===== config.mk =====
export PLATFORM = sky130hd
export DESIGN_NAME = enc_card_top
export DESIGN_NICKNAME = d
export VERILOG_FILES = /design/src/pkg/enc_card_pkg.sv /design/src/hdl/pin_sync.sv /design/src/hdl/enc_card_top.sv
export VERILOG_INCLUDE_DIRS = /design/src /design/src/pkg
export SDC_FILE = /design/constraint.sdc
export NUM_CORES = 1
export LEC_CHECK = 0
export BUFFER_PORTS_ARGS = -buffer_cell sky130_fd_sc_hd__clkbuf_2
export CORE_MARGIN = 5
export CORE_UTILIZATION = 35
export CTS_BUF_LIST = sky130_fd_sc_hd__clkbuf_4 sky130_fd_sc_hd__clkbuf_8
export DETAILED_ROUTE_END_ITERATION = 12
export GPL_TIMING_DRIVEN = 1
export HOLD_SLACK_MARGIN = 0.06
export PLACE_DENSITY = 0.6
export SLEW_MARGIN = 10
export SYNTH_ARGS = -nofsm -noshare
export SYNTH_HDL_FRONTEND = slang
export SYNTH_SLANG_ARGS = --single-unit
export TNS_END_PERCENT = 20

===== constraint.sdc =====
create_clock -name i_core_clk -period 4.3 [get_ports i_core_clk]
set_input_delay 0.645 -clock i_core_clk [delete_from_list [all_inputs] [get_ports i_core_clk]]
set_output_delay 0.645 -clock i_core_clk [all_outputs]
set_load 0.02 [all_outputs]

===== src/pkg/enc_card_defs.svh =====
`ifndef ENC_CARD_DEFS_SVH
`define ENC_CARD_DEFS_SVH

// ==========================================================
// Timing
`define CLK_PERIOD_NS   25
`define BLINK_HALF_MS   500
`define ENC_STD_KHZ     200
`define ENC_FAST_KHZ    400

// ==========================================================
// Register offsets (byte addresses)
`define ADDR_W          8
`define REG_CTRL        8'h00
`define REG_DIV_PRI     8'h04
`define REG_DIV_ALT     8'h08
`define REG_DIV_ACT     8'h0c
`define REG_STATUS      8'h10
`define REG_MASK        8'h14
`define REG_ENC_POS     8'h18
`define REG_REF_POS     8'h1c

// ==========================================================
// Field positions and reset values
`define CTRL_LINK_LSB   0
`define CTRL_VAR_LSB    2
`define DIV_RESET       8'h01
`define STS_ENC_IDX     0
`define STS_REF_IDX     1
`define STS_WIRE_BRK    2
`define STS_OVERSPEED   3
`define BREAK_RUN       3'h3

`endif


===== src/pkg/enc_card_pkg.sv =====
`include "enc_card_defs.svh"

package enc_card_pkg;

	// Link state as written by the control side; Gray along off, establishing, up
	typedef enum logic [1:0] {
		LINK_OFF = 2'b00,
		LINK_EST = 2'b01,
		LINK_UP  = 2'b11,
		LINK_RSV = 2'b10
	} link_state_t;

	// Card variant, selects indicator style and encoder capture rate
	typedef enum logic [1:0] {
		VAR_FULL24      = 2'b00,
		VAR_SIMPLE24    = 2'b01,
		VAR_SIMPLE_FAST = 2'b11,
		VAR_RSV         = 2'b10
	} variant_t;

	typedef struct packed {
		link_state_t link;
		variant_t    variant;
		logic [7:0]  div_pri;
		logic [7:0]  div_alt;
		logic [7:0]  div_ratio;
		logic [7:0]  div_cnt;
		logic [1:0]  out_cnt;
		logic        out_idx;
		logic [3:0]  sts;
		logic [3:0]  mask;
		logic [31:0] rdata;
		logic [15:0] enc_pos;
		logic [15:0] ref_pos;
		logic [24:0] blink_cnt;
		logic        blink;
		logic        last_a;
		logic [2:0]  run;
		logic        lost;
		logic [6:0]  enc_gap;
		logic [6:0]  ref_gap;
		logic        led_link;
		logic        led_wire;
		logic        led_pwr;
	} core_state_t;

endpackage


===== src/hdl/pin_sync.sv =====
`timescale 1ns/100ps

module pin_sync #(
	parameter int W = 1
) (
	input  wire logic         i_core_clk,
	input  wire logic         i_srst,
	input  wire logic [W-1:0] i_pin,
	output logic      [W-1:0] o_level,
	output logic      [W-1:0] o_change
);

	typedef struct packed {
		logic [W-1:0] s1;
		logic [W-1:0] s2;
		logic [W-1:0] s3;
		logic [W-1:0] lvl;
		logic [W-1:0] chg;
	} sync_state_t;

	sync_state_t q;
	sync_state_t d;

	// ==========================================================
	// Three stages; the level moves only once stages two and three agree
	always_comb begin
		d     = q;
		d.s1  = i_pin;
		d.s2  = q.s1;
		d.s3  = q.s2;
		// Stages in disagreement hold the old level, so a one-cycle glitch never moves it
		d.lvl = (q.s2 & q.s3) | (q.lvl & (q.s2 | q.s3));
		d.chg = d.lvl ^ q.lvl;
	end

	always_ff @(posedge i_core_clk) begin
		if (i_srst) begin
			q <= '0;
		end else begin
			q <= d;
		end
	end

	assign o_level  = q.lvl;
	assign o_change = q.chg;
endmodule // pin_sync


===== src/hdl/enc_card_top.sv =====
`timescale 1ns/100ps
`include "enc_card_defs.svh"

module enc_card_top
	import enc_card_pkg::*;
#(
	parameter int unsigned BLINK_HALF_CYC = `BLINK_HALF_MS * 1000000 / `CLK_PERIOD_NS
) (
	input  wire logic                 i_core_clk,
	input  wire logic                 i_srst,
	input  wire logic                 i_enc_phase_a,
	input  wire logic                 i_enc_phase_b,
	input  wire logic                 i_enc_index,
	input  wire logic                 i_ref_phase_a,
	input  wire logic                 i_ref_phase_b,
	input  wire logic                 i_ref_index,
	input  wire logic                 i_board_power,
	input  wire logic [`ADDR_W-1:0]   i_addr,
	input  wire logic [31:0]          i_wdata,
	input  wire logic                 i_wr,
	input  wire logic                 i_rd,
	output logic      [31:0]          o_rdata,
	output logic                      o_irq,
	output logic                      o_div_out_a,
	output logic                      o_div_out_b,
	output logic                      o_div_out_index,
	output logic                      o_link_state_led,
	output logic                      o_wire_break_led,
	output logic                      o_power_led
);

	localparam logic [6:0]  GAP_STD  = 7'(1000000 / (4 * `ENC_STD_KHZ * `CLK_PERIOD_NS));
	localparam logic [6:0]  GAP_FAST = 7'(1000000 / (4 * `ENC_FAST_KHZ * `CLK_PERIOD_NS));
	localparam logic [24:0] BLINK_LAST = 25'(BLINK_HALF_CYC - 1);

	core_state_t q;
	core_state_t d;
	logic [2:0]  enc_lvl;
	logic [2:0]  enc_chg;
	logic [2:0]  ref_lvl;
	logic [2:0]  ref_chg;
	logic        pwr_lvl;

	// ==========================================================
	// Pin capture
	pin_sync #(.W(3)) u_enc_sync (
		.i_core_clk (i_core_clk),
		.i_srst     (i_srst),
		.i_pin      ({i_enc_index, i_enc_phase_b, i_enc_phase_a}),
		.o_level    (enc_lvl),
		.o_change   (enc_chg)
	);

	// Reference set shares the encoder's signal type, so same capture path
	pin_sync #(.W(3)) u_ref_sync (
		.i_core_clk (i_core_clk),
		.i_srst     (i_srst),
		.i_pin      ({i_ref_index, i_ref_phase_b, i_ref_phase_a}),
		.o_level    (ref_lvl),
		.o_change   (ref_chg)
	);

	pin_sync #(.W(1)) u_pwr_sync (
		.i_core_clk (i_core_clk),
		.i_srst     (i_srst),
		.i_pin      (i_board_power),
		.o_level    (pwr_lvl),
		.o_change   ()
	);

	// ==========================================================
	// Next state
	always_comb begin
		logic       a_step;
		logic       b_step;
		logic       e_step;
		logic       e_up;
		logic       r_step;
		logic       r_up;
		logic [6:0] gap_min;
		logic [3:0] ev;
		logic [3:0] clr;
		logic [7:0] wr_ratio;
		a_step   = enc_chg[0] & ~enc_chg[1];
		b_step   = enc_chg[1] & ~enc_chg[0];
		e_step   = a_step | b_step;
		// A edge with A != B means A leads
		e_up     = a_step ? (enc_lvl[0] ^ enc_lvl[1]) : ~(enc_lvl[0] ^ enc_lvl[1]);
		r_step   = ref_chg[0] ^ ref_chg[1];
		r_up     = ref_chg[0] ? (ref_lvl[0] ^ ref_lvl[1]) : ~(ref_lvl[0] ^ ref_lvl[1]);
		gap_min  = (q.variant == VAR_SIMPLE_FAST) ? GAP_FAST : GAP_STD;
		ev       = 4'h0;
		clr      = 4'h0;
		wr_ratio = (i_wdata[7:0] == 8'h00) ? `DIV_RESET : i_wdata[7:0];
		d        = q;
		d.rdata  = 32'h0;

		// Encoder position and edge spacing; steps closer than the rated rate are flagged
		if (e_step) begin
			d.enc_pos = e_up ? q.enc_pos + 16'h0001 : q.enc_pos - 16'h0001;
			d.enc_gap = 7'h00;
			ev[`STS_OVERSPEED] = (q.enc_gap < gap_min);
		end else if (q.enc_gap != 7'h7f) begin
			d.enc_gap = q.enc_gap + 7'h01;
		end

		// Reference position; both phases at once is illegal and dropped
		if (r_step) begin
			d.ref_pos = r_up ? q.ref_pos + 16'h0001 : q.ref_pos - 16'h0001;
			d.ref_gap = 7'h00;
			if (q.ref_gap < GAP_STD) begin
				ev[`STS_OVERSPEED] = 1'b1;
			end
		end else if (q.ref_gap != 7'h7f) begin
			d.ref_gap = q.ref_gap + 7'h01;
		end

		// Divider: one output quadrature step per ratio input steps
		if (e_step) begin
			if (q.div_cnt >= q.div_ratio - 8'h01) begin
				d.div_cnt = 8'h00;
				d.out_cnt = e_up ? q.out_cnt + 2'h1 : q.out_cnt - 2'h1;
			end else begin
				d.div_cnt = q.div_cnt + 8'h01;
			end
		end
		d.out_idx = enc_lvl[2];

		// Repeated edges on one phase with none on the other mean the other is lost
		if (a_step) begin
			d.run    = (q.last_a) ? ((q.run == 3'h7) ? q.run : q.run + 3'h1) : 3'h1;
			d.last_a = 1'b1;
		end else if (b_step) begin
			d.run    = (!q.last_a) ? ((q.run == 3'h7) ? q.run : q.run + 3'h1) : 3'h1;
			d.last_a = 1'b0;
		end
		d.lost = (d.run >= `BREAK_RUN);
		ev[`STS_WIRE_BRK] = d.lost & ~q.lost;
		ev[`STS_ENC_IDX]  = enc_chg[2] & enc_lvl[2];
		ev[`STS_REF_IDX]  = ref_chg[2] & ref_lvl[2];

		// Half-second tick shared by both blinking indicators
		if (q.blink_cnt == BLINK_LAST) begin
			d.blink_cnt = 25'h0;
			d.blink     = ~q.blink;
		end else begin
			d.blink_cnt = q.blink_cnt + 25'h1;
		end

		// Register writes; a new link state restarts the blink lit
		if (i_wr) begin
			if (i_addr == `REG_CTRL) begin
				d.link    = link_state_t'(i_wdata[`CTRL_LINK_LSB +: 2]);
				d.variant = variant_t'(i_wdata[`CTRL_VAR_LSB +: 2]);
				if (d.link != q.link) begin
					d.blink_cnt = 25'h0;
					d.blink     = 1'b1;
				end
			end else if (i_addr == `REG_DIV_PRI) begin
				d.div_pri   = i_wdata[7:0];
				d.div_ratio = wr_ratio;
				d.div_cnt   = 8'h00;
			end else if (i_addr == `REG_DIV_ALT) begin
				d.div_alt   = i_wdata[7:0];
				d.div_ratio = wr_ratio;
				d.div_cnt   = 8'h00;
			end else if (i_addr == `REG_STATUS) begin
				clr = i_wdata[3:0];
			end else if (i_addr == `REG_MASK) begin
				d.mask = i_wdata[3:0];
			end
		end

		// Set beats clear so an event in the clearing cycle survives
		d.sts = (q.sts & ~clr) | ev;

		// Reads answer one cycle later; unmapped offsets read zero
		if (i_rd) begin
			if (i_addr == `REG_CTRL) begin
				d.rdata = {28'h0, q.variant, q.link};
			end else if (i_addr == `REG_DIV_PRI) begin
				d.rdata = {24'h0, q.div_pri};
			end else if (i_addr == `REG_DIV_ALT) begin
				d.rdata = {24'h0, q.div_alt};
			end else if (i_addr == `REG_DIV_ACT) begin
				d.rdata = {24'h0, q.div_ratio};
			end else if (i_addr == `REG_STATUS) begin
				d.rdata = {28'h0, q.sts};
			end else if (i_addr == `REG_MASK) begin
				d.rdata = {28'h0, q.mask};
			end else if (i_addr == `REG_ENC_POS) begin
				d.rdata = {16'h0, q.enc_pos};
			end else if (i_addr == `REG_REF_POS) begin
				d.rdata = {16'h0, q.ref_pos};
			end
		end

		// Indicators
		case (q.link)
			LINK_EST: d.led_link = 1'b1;
			LINK_UP:  d.led_link = q.blink;
			default:  d.led_link = 1'b0;
		endcase
		if (q.variant == VAR_FULL24) begin
			d.led_wire = q.lost ? q.blink : 1'b1;
		end else begin
			d.led_wire = ~q.lost;
		end
		d.led_pwr = pwr_lvl;
	end

	// ==========================================================
	// State register
	always_ff @(posedge i_core_clk) begin
		if (i_srst) begin
			q           <= '0;
			q.div_pri   <= `DIV_RESET;
			q.div_alt   <= `DIV_RESET;
			q.div_ratio <= `DIV_RESET;
		end else begin
			q <= d;
		end
	end

	// Output phases follow a 2-bit Gray count: 00, 10, 11, 01 when counting up
	assign o_div_out_a      = q.out_cnt[1] ^ q.out_cnt[0];
	assign o_div_out_b      = q.out_cnt[1];
	assign o_div_out_index  = q.out_idx;
	assign o_rdata          = q.rdata;
	assign o_irq            = |(q.sts & q.mask);
	assign o_link_state_led = q.led_link;
	assign o_wire_break_led = q.led_wire;
	assign o_power_led      = q.led_pwr;
endmodule // enc_card_top


==> results.json <==
{
  "status": "complete, no violations",
  "dp_cells": 1386,
  "dieWidth_um": 170,
  "worstHoldPathCells": 2,
  "totalWireLength_um": 19300,
  "grt_overflow": 0,
  "clock_latency_ns": 0.47,
  "place.gp.congestion": 0.816,
  "powerDensity_nw_per_um2": 297,
  "routedWlPerCell_um": 13.6,
  "r2r_cells": 13,
  "grt_max_degree": 65,
  "hold_slack_ns": 0.377,
  "synth_edf_count": 0,
  "cts-resized-gates": 0,
  "hold_buffers": 0,
  "tritoncts": "yes",
  "drc": 0,
  "fin_ws_ns": 1.08,
  "clock.fmax_mhz": 310,
  "yosys_warnings": 0,
  "num_vias": 7063,
  "cts_setup_buffers": 0,
  "ant_nets": 0,
  "core-area_um2": 25300,
  "fin_skew_ns": 0.0239,
  "max_cap_violations": 0,
  "vias_per_cell": 4.98,
  "fin_util_pct": 38.5,
  "cp_max_fo": 11,
  "syn_inst": 1053,
  "pre_cts_ws_ns": 1.09,
  "fin_cells": 1417,
  "p_leak_nw": 3.87,
  "grt_pass1_wl_um": 32600,
  "fin_area_um2": 9720,
  "hold_path_class": "primary input to register",
  "first_pass_iters": 5,
  "ios": 90,
  "worst_ep_arrival_time_ns": 3.55,
  "initial_core_util_pct": 35.6,
  "dp_hpwl_um": 13600,
  "tns_ns": 0,
  "cts.sinks": 177,
  "ir_drop_mv": 0.188,
  "place_area_um2": 9370,
  "total_power_mw": 2.89,
  "fin_crit_sh_pct": 75.0,
  "antenna_found_initial": 0,
  "drive_above_1_share_pct": 10.2,
  "slew_headroom_pct": 42.6,
  "root_buffer": "clkbuf_8",
  "crit_required_ns": 4.62,
  "cts.htree.levels": 4,
  "die-area_um2": 29000,
  "synthFlopType": "dfxtp_1",
  "yosysSeqAreaShare_pct": 39.4,
  "rsz0062_at_grt": "no",
  "synthDistinctLibCells": 70,
  "grt_use_total_pct": 13.6,
  "finalCriticalPeriod_ns": 3.22,
  "port_buffers": 49,
  "layout.nets": 1175,
  "critical_path_class": "register to register",
  "tightest_slew_ns": 0.854,
  "clock_path_buffers": 2,
  "path_clk_slew_ns": 0.10,
  "netlist_area_um2": 8990,
  "setup_viol": 0,
  "fp.dieH_um": 170,
  "drtIter0Drc": 392,
  "drv_slew": 0,
  "fp-row-count": 58,
  "critPathCaptureType": "register",
  "finalHoldViolCount": 0,
  "cp-start-kind": "register",
  "areaGrowthSynthToFinish_pct": 8.20,
  "synthArstFlopShare_pct": 0,
  "cts_buffers": 17,
  "avgSynthCellArea_um2": 8.53,
  "antenna_cells": 0,
  "synth-seq-cells": 177,
  "grt_pass1_vias": 6739
}
==> area by class of cell <==
| type | count | area, um2 |
|---|---|---|
| Sequential cell | 177 | 3540 |
| Inverter | 18 | 67.6 |
| Clock buffer | 19 | 249 |
| Clock inverter | 12 | 100 |
| Fill cell | 2593 | 15500 |
| Timing Repair Buffer | 60 | 330 |
| Tap cell | 330 | 413 |
| Multi-Input combinational cell | 801 | 5020 |
==> logic make-up after synthesis <==
family	count (synthesis)	synth area share (%)
fa+ha+maj	49	6.99
other cells	1	0.0417
flops	177	39.4
compound gates	193	13.2
mux	44	5.51
simple gates	425	22.2
xor+xnor	74	7.21
buf+inv	90	5.42
==> power by group <==
group / total [mW] / switching (mW) / internal [mW]
Clock: 1.06 / 0.641 / 0.421
Combinational: 0.150 / 0.102 / 0.0482
Sequential: 1.67 / 0.0163 / 1.66
Total: 2.89 / 0.758 / 2.13
==> routing by layer <==
layer,track usage (%),vias to the layer above,wire [um]
met3,2.86,26,738
met2,22.0,97,8810
met4,4.17,0,303
li1,-,3652,-
met5,0,-,0
met1,18.3,3288,9410
==> cells in the mapped netlist (9+ instances only) <==
cell type  instances  area (um2)
a21oi_1           83         415
a22oi_1            9        67.6
and3_1            10        62.6
buf_4             34         255
clkbuf_1          27         101
dfxtp_1          177        3540
ha_1              47         588
inv_1             18        67.6
mux2i_1           36         360
nand2_1           96         360
nand2b_1           9        56.3
nand3_1           46         230
nand4_1            9        56.3
nor2_1           159         597
nor2b_1           31         194
nor3_1            23         115
o21ai_0           33         165
xnor2_1           32         280
xor2_1            42         368
==> final timing paths <==
kind                                          start                         end  slack (ns)
setup / recovery  u_enc_sync.o_change[1]$_SDFF_PP0_          q[79]$_SDFFE_PP0N_        1.08
hold / removal                        i_ref_phase_a  u_ref_sync.d[9]$_SDFF_PP0_        0.38
setup reg to reg  u_enc_sync.o_change[1]$_SDFF_PP0_          q[79]$_SDFFE_PP0N_        1.08
hold reg to reg         u_enc_sync.d[10]$_SDFF_PP0_  u_enc_sync.d[7]$_SDFF_PP0_        0.44
==> sequential cells by signal (all words and copies together) (netlist names) <==
signal               flops
u_enc_sync.d             6
o_link_state_led         1
o_div_out_index          1
o_wire_break_led         1
o_div_out_b              1
u_ref_sync.d             6
o_power_led              1
u_pwr_sync.q             1
u_pwr_sync.d             2
u_pwr_sync.o_level       1
u_enc_sync.o_level       3
u_enc_sync.o_change      3
u_enc_sync.q             3
o_rdata                 16
u_ref_sync.o_change      3
u_ref_sync.o_level       3
q                      122
u_ref_sync.q             3
==> worst max-delay path, stage by stage, from the launching register on <==
cell and delay, ns:
dfxtp_1 0.34, inv_1 0.04, ha_1 0.27, xor2_1 0.19, buf_4 0.17, inv_1 0.29
ha_1 0.32, a211oi_1 0.30, o21bai_1 0.16, o21ai_0 0.34, a31oi_1 0.19, o21ai_0 0.25
a21o_1 0.12, o2111ai_1 0.09
==> cell usage in the layout (no fill, tap or decap), types with 10 or more instances in the layout <==
master    instances
clkbuf_8         17
mux2i_1          36
dfxtp_1         177
buf_4            12
and3_1           10
o21ai_0          33
xnor2_1          32
conb_1           16
nor3_1           23
clkbuf_2         48
nor2b_1          31
nor2_1          159
ha_1             47
a21oi_1          83
nand3_1          46
inv_1            18
nand2_1          96
xor2_1           41
(Power assumes the default switching activity.)
